**src/common/wdt_map.vh**
```
// register offsets, field positions, reset values and counts of the watchdog
// assumes a 32-bit classic wishbone slave decoded on adr[4:2]
`ifndef WDT_MAP_VH
`define WDT_MAP_VH

// word indices on adr[4:2]
`define WDT_IDX_CTRL      3'h0
`define WDT_IDX_KEY       3'h1
`define WDT_IDX_STAT      3'h2
`define WDT_IDX_MASK      3'h3
`define WDT_IDX_CFG       3'h4
`define WDT_IDX_COUNT     3'h5

// watchdog_control fields
`define WDT_RUN           7
`define WDT_ISEL_HI       5
`define WDT_ISEL_LO       4
`define WDT_TOF           3
`define WDT_CAUSE         2
`define WDT_RSTEN         1
`define WDT_RESTART       0

// config fields
`define WDT_CFG_CLKSRC    7
`define WDT_CFG_TOIE      1
`define WDT_CFG_GIE       0

// status and mask fields
`define WDT_ST_TIMEOUT    0
`define WDT_ST_WDRESET    1
`define WDT_ST_W          2

// reset values
`define WDT_ISEL_RST      2'h0
`define WDT_CFG_RST       8'h00

// timed access
`define WDT_KEY1          8'haa
`define WDT_KEY2          8'h55
`define WDT_TA_WINDOW     3'h4

// counts in clocks and machine cycles, and the hold counter width
`define WDT_POST_LAST     10'h1ff
`define WDT_MC_CLKS       4
`define WDT_RST_MCS       2
`define WDT_HOLD_W        4

`endif

```
**src/rtl/wdt_sync.v**
```verilog
// two flip-flop synchroniser for level inputs from outside the clock domain
// assumes an active-low asynchronous clear that forces the output low
`timescale 1ns/100ps

module wdt_sync #(
	parameter W = 1
) (
	// clock and clear
	input  wire         clk,
	input  wire         clrN,
	// level in and out
	input  wire [W-1:0] d,
	output reg  [W-1:0] q
);

	reg [W-1:0] meta;

	always @(posedge clk or negedge clrN)
	begin
		if (!clrN)
		begin
			meta <= {W{1'b0}};
			q    <= {W{1'b0}};
		end
		else
		begin
			meta <= d;
			q    <= meta;
		end
	end

endmodule // wdt_sync

```
**src/rtl/wdt_watchdog_timer.v**
```verilog
// watchdog divider with time-out flag, interrupt, delayed system reset and
// timed-access protected control, reached over a classic wishbone slave
// assumes one clock core_clk, pins rcClk/extReset/powerFail asynchronous
//
// Function
// - writing restart clears the count; the restart bit then clears itself.
// - interval select 00..11 gives 4096, 65536, 262144, 1048576 clocks.
// - interval elapse sets the time-out flag in control bit 3.
// - interrupt request needs time-out enable and global enable; reset path separate.
// - 512 clocks after time-out, with reset enabled and no restart, reset.
// - watchdog reset lasts two machine cycles and sets cause flag, bit 2.
// - reset-enable bit 1 clear blocks reset only; counting and flagging go on.
// - flag is set again on every further full interval.
// - time-out flag cleared by software writing zero or by any reset.
// - cause flag cleared only by software, power-fail or power-on; not set when disabled.
// - power-on or power-fail reset stops the watchdog; watchdog reset restarts it.
// - watchdog reset sets cause, power-on clears, external keeps; all clear enable.
// - after reset the interval select is the shortest, 4096 clocks.
// - run, select, enable, flag and restart writes need timed access.
// - config bit 7 picks internal rc clock or core clock for divider.
`timescale 1ns/100ps
`include "wdt_map.vh"

module wdt_watchdog_timer #(
	parameter [20:0] INTERVAL0 = 21'd4096,
	parameter [20:0] INTERVAL1 = 21'd65536,
	parameter [20:0] INTERVAL2 = 21'd262144,
	parameter [20:0] INTERVAL3 = 21'd1048576
) (
	// clock, reset, enable
	input  wire        core_clk,
	input  wire        nrst,
	input  wire        ce,
	// wishbone slave
	input  wire        wb_cyc_i,
	input  wire        wb_stb_i,
	input  wire        wb_we_i,
	input  wire [4:2]  wb_adr_i,
	input  wire [3:0]  wb_sel_i,
	input  wire [31:0] wb_dat_i,
	output reg  [31:0] wb_dat_o,
	output reg         wb_ack_o,
	// pins and reset causes
	input  wire        rcClk,
	input  wire        extReset,
	input  wire        powerFail,
	// results
	output reg         sysReset,
	output reg         wdIrqReq,
	output reg         irq
);

	localparam [2:0] TA_IDLE = 3'b001;
	localparam [2:0] TA_GOT1 = 3'b010;
	localparam [2:0] TA_OPEN = 3'b100;
	localparam integer HOLD_PRODUCT = `WDT_MC_CLKS * `WDT_RST_MCS;
	localparam [`WDT_HOLD_W-1:0] HOLD_CLKS = HOLD_PRODUCT[`WDT_HOLD_W-1:0];

	// interval length in clocks for a select code
	function [20:0] intervalOf;
		input [1:0] sel;
		begin
			case (sel)
				2'h0:    intervalOf = INTERVAL0;
				2'h1:    intervalOf = INTERVAL1;
				2'h2:    intervalOf = INTERVAL2;
				default: intervalOf = INTERVAL3;
			endcase
		end
	endfunction

	wire        rstN;
	wire [2:0]  pinSync;
	reg         rcLast;
	reg         run;
	reg  [1:0]  isel;
	reg         timeoutFlag;
	reg         causeFlag;
	reg         rstEnable;
	reg         restartBit;
	reg  [7:0]  cfg;
	reg  [19:0] count;
	reg  [9:0]  postCount;
	reg         postActive;
	reg  [`WDT_HOLD_W-1:0] holdCount;
	reg  [2:0]  taState;
	reg  [2:0]  taCount;
	reg  [`WDT_ST_W-1:0] stat;
	reg  [`WDT_ST_W-1:0] mask;
	reg  [31:0] readMux;

	wire rcSync    = pinSync[0];
	wire extRstS   = pinSync[1];
	wire pfailS    = pinSync[2];
	wire request   = wb_cyc_i & wb_stb_i;
	wire wrLane    = request & wb_ack_o & wb_we_i & wb_sel_i[0];
	wire wrCtrl    = wrLane & (wb_adr_i == `WDT_IDX_CTRL);
	wire wrKey     = wrLane & (wb_adr_i == `WDT_IDX_KEY);
	wire wrStat    = wrLane & (wb_adr_i == `WDT_IDX_STAT);
	wire wrMask    = wrLane & (wb_adr_i == `WDT_IDX_MASK);
	wire wrCfg     = wrLane & (wb_adr_i == `WDT_IDX_CFG);
	wire taOpen    = (taState == TA_OPEN);
	wire wrProt    = wrCtrl & taOpen;
	wire [20:0] limit = intervalOf(isel) - 21'd1;
	wire tick      = run & (cfg[`WDT_CFG_CLKSRC] ? (rcSync & ~rcLast) : 1'b1);
	wire restartGo = restartBit;
	wire timeoutEv = tick & ~restartGo & ({1'b0, count} == limit);
	wire postEnd   = tick & ~restartGo & postActive & (postCount == `WDT_POST_LAST);
	wire wdFire    = postEnd & rstEnable;

	// reset release and pin synchronisers
	wdt_sync #(.W(1)) uRstSync (
		.clk  (core_clk),
		.clrN (nrst),
		.d    (1'b1),
		.q    (rstN)
	);

	wdt_sync #(.W(3)) uPinSync (
		.clk  (core_clk),
		.clrN (rstN),
		.d    ({powerFail, extReset, rcClk}),
		.q    (pinSync)
	);

	// divider, post-timeout span and system reset pulse
	always @(posedge core_clk or negedge rstN)
	begin
		if (!rstN)
		begin
			rcLast     <= 1'b0;
			count      <= 20'h00000;
			postCount  <= 10'h000;
			postActive <= 1'b0;
			holdCount  <= {`WDT_HOLD_W{1'b0}};
			sysReset   <= 1'b0;
		end
		else if (ce)
		begin
			rcLast <= rcSync;
			if (pfailS | extRstS | wdFire | restartGo)
			begin
				count      <= 20'h00000;
				postCount  <= 10'h000;
				postActive <= 1'b0;
			end
			else if (tick)
			begin
				if (timeoutEv)
					count <= 20'h00000;
				else
					count <= count + 20'h00001;
				if (postActive)
				begin
					// back to zero so a later span again lasts the full count
					if (postCount == `WDT_POST_LAST)
					begin
						postCount  <= 10'h000;
						postActive <= 1'b0;
					end
					else
						postCount <= postCount + 10'h001;
				end
				else if (timeoutEv)
					postActive <= 1'b1;
			end
			if (wdFire)
			begin
				holdCount <= HOLD_CLKS;
				sysReset  <= 1'b1;
			end
			else if (holdCount != {`WDT_HOLD_W{1'b0}})
			begin
				holdCount <= holdCount - {{(`WDT_HOLD_W-1){1'b0}}, 1'b1};
				sysReset  <= (holdCount != {{(`WDT_HOLD_W-1){1'b0}}, 1'b1});
			end
		end
	end

	// timed-access key sequence
	always @(posedge core_clk or negedge rstN)
	begin
		if (!rstN)
		begin
			taState <= TA_IDLE;
			taCount <= 3'h0;
		end
		else if (ce)
		begin
			case (taState)
				TA_IDLE:
				begin
					if (wrKey && wb_dat_i[7:0] == `WDT_KEY1)
						taState <= TA_GOT1;
				end
				TA_GOT1:
				begin
					if (wrKey && wb_dat_i[7:0] == `WDT_KEY2)
					begin
						taState <= TA_OPEN;
						taCount <= `WDT_TA_WINDOW;
					end
					else if (wrLane)
						taState <= TA_IDLE;
				end
				TA_OPEN:
				begin
					taCount <= taCount - 3'h1;
					if (wrCtrl || taCount == 3'h1)
						taState <= TA_IDLE;
				end
				default:
					taState <= TA_IDLE;
			endcase
		end
	end

	// watchdog_control and config
	always @(posedge core_clk or negedge rstN)
	begin
		if (!rstN)
		begin
			run         <= 1'b0;
			isel        <= `WDT_ISEL_RST;
			timeoutFlag <= 1'b0;
			causeFlag   <= 1'b0;
			rstEnable   <= 1'b0;
			restartBit  <= 1'b0;
			cfg         <= `WDT_CFG_RST;
			wdIrqReq    <= 1'b0;
		end
		else if (ce)
		begin
			wdIrqReq <= timeoutFlag & cfg[`WDT_CFG_TOIE] & cfg[`WDT_CFG_GIE];
			if (wrCfg)
				cfg <= wb_dat_i[7:0];
			if (pfailS)
			begin
				run         <= 1'b0;
				isel        <= `WDT_ISEL_RST;
				timeoutFlag <= 1'b0;
				causeFlag   <= 1'b0;
				rstEnable   <= 1'b0;
				restartBit  <= 1'b0;
			end
			else if (extRstS)
			begin
				run         <= 1'b0;
				isel        <= `WDT_ISEL_RST;
				timeoutFlag <= 1'b0;
				rstEnable   <= 1'b0;
				restartBit  <= 1'b0;
			end
			else if (wdFire)
			begin
				isel        <= `WDT_ISEL_RST;
				timeoutFlag <= 1'b0;
				causeFlag   <= 1'b1;
				rstEnable   <= 1'b0;
				restartBit  <= 1'b0;
			end
			else
			begin
				restartBit <= wrProt & wb_dat_i[`WDT_RESTART];
				if (timeoutEv)
					timeoutFlag <= 1'b1;
				else if (wrProt && !wb_dat_i[`WDT_TOF])
					timeoutFlag <= 1'b0;
				if (wrCtrl && !wb_dat_i[`WDT_CAUSE])
					causeFlag <= 1'b0;
				if (wrProt)
				begin
					run       <= wb_dat_i[`WDT_RUN];
					isel      <= wb_dat_i[`WDT_ISEL_HI:`WDT_ISEL_LO];
					rstEnable <= wb_dat_i[`WDT_RSTEN];
				end
			end
		end
	end

	// interrupt status, mask and output
	always @(posedge core_clk or negedge rstN)
	begin
		if (!rstN)
		begin
			stat <= {`WDT_ST_W{1'b0}};
			mask <= {`WDT_ST_W{1'b0}};
			irq  <= 1'b0;
		end
		else if (ce)
		begin
			// a new event wins over a clearing write
			stat <= (stat & ~({`WDT_ST_W{wrStat}} & wb_dat_i[`WDT_ST_W-1:0]))
				| {wdFire, timeoutEv};
			if (wrMask)
				mask <= wb_dat_i[`WDT_ST_W-1:0];
			irq <= |(stat & mask);
		end
	end

	// register read selection
	always @*
	begin
		readMux = 32'h00000000;
		case (wb_adr_i)
			`WDT_IDX_CTRL:
				readMux[7:0] = {run, 1'b0, isel, timeoutFlag, causeFlag, rstEnable,
					restartBit};
			`WDT_IDX_KEY:
				readMux[0] = taOpen;
			`WDT_IDX_STAT:
				readMux[`WDT_ST_W-1:0] = stat;
			`WDT_IDX_MASK:
				readMux[`WDT_ST_W-1:0] = mask;
			`WDT_IDX_CFG:
				readMux[7:0] = cfg;
			`WDT_IDX_COUNT:
				readMux[19:0] = count;
			default:
				readMux = 32'h00000000;
		endcase
	end

	// wishbone answer one cycle after the request
	always @(posedge core_clk or negedge rstN)
	begin
		if (!rstN)
		begin
			wb_ack_o <= 1'b0;
			wb_dat_o <= 32'h00000000;
		end
		else if (ce)
		begin
			wb_ack_o <= request & ~wb_ack_o;
			if (request && !wb_ack_o)
				wb_dat_o <= readMux;
		end
	end

endmodule // wdt_watchdog_timer

```
**config.mk**
```make
export PLATFORM = sky130hd
export DESIGN_NAME = wdt_watchdog_timer
export DESIGN_NICKNAME = d
export VERILOG_FILES = /design/src/rtl/wdt_sync.v /design/src/rtl/wdt_watchdog_timer.v
export VERILOG_INCLUDE_DIRS = /design/src /design/src/common
export SDC_FILE = /design/constraint.sdc
export NUM_CORES = 1
export LEC_CHECK = 0
export BUFFER_PORTS_ARGS = -buffer_cell sky130_fd_sc_hd__buf_2
export CAP_MARGIN = 10
export CORE_UTILIZATION = 60
export DETAILED_ROUTE_END_ITERATION = 6
export GPL_TIMING_DRIVEN = 0
export PLACE_DENSITY_LB_ADDON = 0.2
export SLEW_MARGIN = 20
export SYNTH_ARGS = -nofsm -noshare
export SYNTH_HDL_FRONTEND = slang
export SYNTH_HIERARCHICAL = 1
export SYNTH_SLANG_ARGS = --single-unit
```
**constraint.sdc**
```tcl
create_clock -name core_clk -period 5.35 [get_ports core_clk]
set_clock_uncertainty 0.15 [all_clocks]
set_input_delay 0.8025 -clock core_clk [delete_from_list [all_inputs] [get_ports core_clk]]
set_output_delay 0.8025 -clock core_clk [all_outputs]
set_load 0.1 [all_outputs]
```
==> results.json <==
{
  "grt_util_met2_pct": 46.3,
  "r2r_end": "count[19]",
  "viasPerCell": 5.99,
  "area_growth_syn_to_layout_pct": 12.7,
  "endpoint_kind": "flip-flop",
  "drive_gt1_share_pct": 18.6,
  "hold_buffers": 0,
  "p_leak_nw": 2.48,
  "dp_hpwl_mm": 7.85,
  "initial_core_util_pct": 61.9,
  "port_buffers": 44,
  "cts_resized": 0,
  "worst_pin_slew_ns": 0.660,
  "grt_pass1_vias": 3857,
  "final_area_um2": 5370,
  "worstRegToRegCells": 10,
  "outcome": "complete, no violations",
  "r2r_start": "isel[0]",
  "initialDrtViolationCount": 249,
  "final_antenna_net_count": 0,
  "hold_ws_ns": 0.0477,
  "final_core_util_pct": 69.8,
  "met1_usage_pct": 34.8,
  "arrival_ns": 3.11,
  "netlist_instances": 483,
  "finalSetupViolCount": 0,
  "synthArstFlopShare_pct": 100,
  "vdd_ir_drop_max_mv": 0.147,
  "busiest_layer": "met2",
  "path_class": "flip-flop to flip-flop",
  "insertion_delay_ns": 0.36,
  "grt_max_degree": 59,
  "p_int_w": 0.000958,
  "fmax_mhz": 336,
  "wl_per_cell_um": 16.2,
  "antenna_found_initial": 0,
  "syn-cell-area_um2": 4760,
  "switching_share_pct": 28.6,
  "tns_ns": 0,
  "p_per_area_nw_per_um2": 250,
  "final_cell_mix": "dfrtp_1, nand2_1, buf_2",
  "crit_fanout": 10,
  "max_cap_viol_count": 0,
  "use_met3_pct": 7.12,
  "rrSetupSlack_ns": 2.37,
  "numCtsBuffers": 9,
  "clkSinkCount": 93,
  "grt.total_usage_pct": 27.6,
  "io_pins": 84,
  "die_w_um": 91.1,
  "num-nets-final": 605,
  "p_clk_share_pct": 33.2,
  "synthFlopType": "dfrtp_1",
  "via_count": 3934,
  "min_path_type": "input pin to async pin",
  "yosys_register_bits": 93,
  "clk_pin_slew_worst_paths_ns": 0.09,
  "firstDrtPassIters": 5,
  "yosys_warnings": 6,
  "remaining_drc_errors": 0,
  "synth_edf_count": 0,
  "pwr-share-comb_pct": 11.7,
  "antenna_cells": 0,
  "cts_tree": "yes",
  "syn_area_per_cell_um2": 9.86,
  "start_kind": "flip-flop",
  "period_share_pct": 55.6,
  "cts_setup_buffers": 0,
  "maxSlewViolCount": 0,
  "synth_seq_area_share_pct": 48.9,
  "fp.coreArea_um2": 7690,
  "die_area_um2": 8290,
  "die_h_um": 91.1,
  "rows": 32,
  "maxSlewHeadroom_pct": 55.7,
  "grt_pass1_wl_mm": 18.0,
  "layout_commonest_cell": "dfrtp_1",
  "power_switching_w": 0.000383,
  "detail_route.wirelength_mm": 10.6,
  "worstPathRequired_ns": 5.49,
  "htreeDepth": 3,
  "fin_crit_ns": 2.98,
  "cts-root-buf": "clkbuf_8",
  "gp_congestion": 0.906,
  "synth.distinct_cells": 66,
  "finalPower_w": 0.00134,
  "hold_viol_final": 0,
  "seqPwrFrac_pct": 55.1,
  "gr-total-overflow": 0,
  "rsz0062_at_grt": "false",
  "placed_cell_area_um2": 5180,
  "cts_buffer_depth": 2
}
## worst max path at each step
stage	from	slack (ns)	cells after the start	to
finish	isel[0]	2.37	10	count[19]
global route	isel[0]	2.24	10	count[18]
CTS	isel[0]	2.39	10	count[18]
detailed placement	ce	2.33	6	wb_dat_o[14]
global placement	uRstSync/q	1.50	0	wb_dat_o[15]
floorplan	uRstSync/q	2.42	0	causeFlag
## metal layers
layer  share of wire [%]  up-vias
li1                    -     1879
met1                  42     1896
met2                  51      140
met3                 5.2       19
met4                 1.6        0
met5                   0        -
## logic make-up after synthesis
group                      count (synthesis)  synth area share [%]
adders and majority gates                  7                  1.84
AOI/OAI and AO/OA                        131                  18.0
xor gates and xnor gates                   3                 0.552
and+or+nand+nor                          171                  19.1
muxes                                     26                  5.91
DFF                                       93                  48.9
buffers and inverters                     50                  5.52
other                                      2                 0.158
## critical path: stages, from the launching register on
cell      delay, ns
dfrtp_1        0.47
or2_2          0.35
ha_1           0.31
xnor2_1        0.16
a211oi_1       0.06
and4b_1        0.19
buf_2          0.18
nor4_4         0.54
buf_6          0.23
a31oi_1        0.08
a31oi_1        0.16
## area by class of cell
class                      count  area, um^2
multi-input combinational    351        2210
inverter                      19        71.3
clock inverter                 4        31.3
buffer                        31         191
clock buffer                  12         155
fill                         615        2320
tap                          102         128
timing repair buffer          45         248
sequential                    93        2330
## synth_stat cells (all sizes together) (6+ instances only)
cell type	count	area, um^2
mux2i	9	90.1
clkbuf	10	37.5
a21oi	20	100
buf	21	154
inv	19	71.3
o21ai	41	205
ha	7	87.6
and2	6	37.5
dfrtp	92	2300
nor2	30	120
nand2b	7	43.8
mux2	17	191
a31oi	19	119
nand2	54	205
nor3	6	30.0
a22o	14	123
nand3	20	105
nand4	9	56.3
o31ai	9	67.6
nor3b	7	52.6
## flip-flops by register name, summed over array words and instances, names as in the netlist, 3 cells and up
signal / cells
uPinSync/q: 3
taState: 3
cfg: 8
postCount: 10
uPinSync/meta: 3
holdCount: 4
count: 20
wb_dat_o: 20
taCount: 3
## through the flow
stage	worst slack [ns]	std cells
floorplan	2.42	494
global placement	1.50	640
detailed placement	2.33	641
CTS	2.39	657
global route	2.24	657
finish	2.37	657
## power groups by stage
stage | clock, W | sequential [W] | combinational, W
floorplan | 0 | 0.000764 | 0.000103
global placement | 0 | 0.000758 | 0.000142
detailed placement | 0 | 0.000753 | 0.000156
CTS | 0.000454 | 0.000739 | 0.000156
global route | 0.000474 | 0.000742 | 0.000171
finish | 0.000445 | 0.000739 | 0.000157
Power figures use the tool's default switching activity.
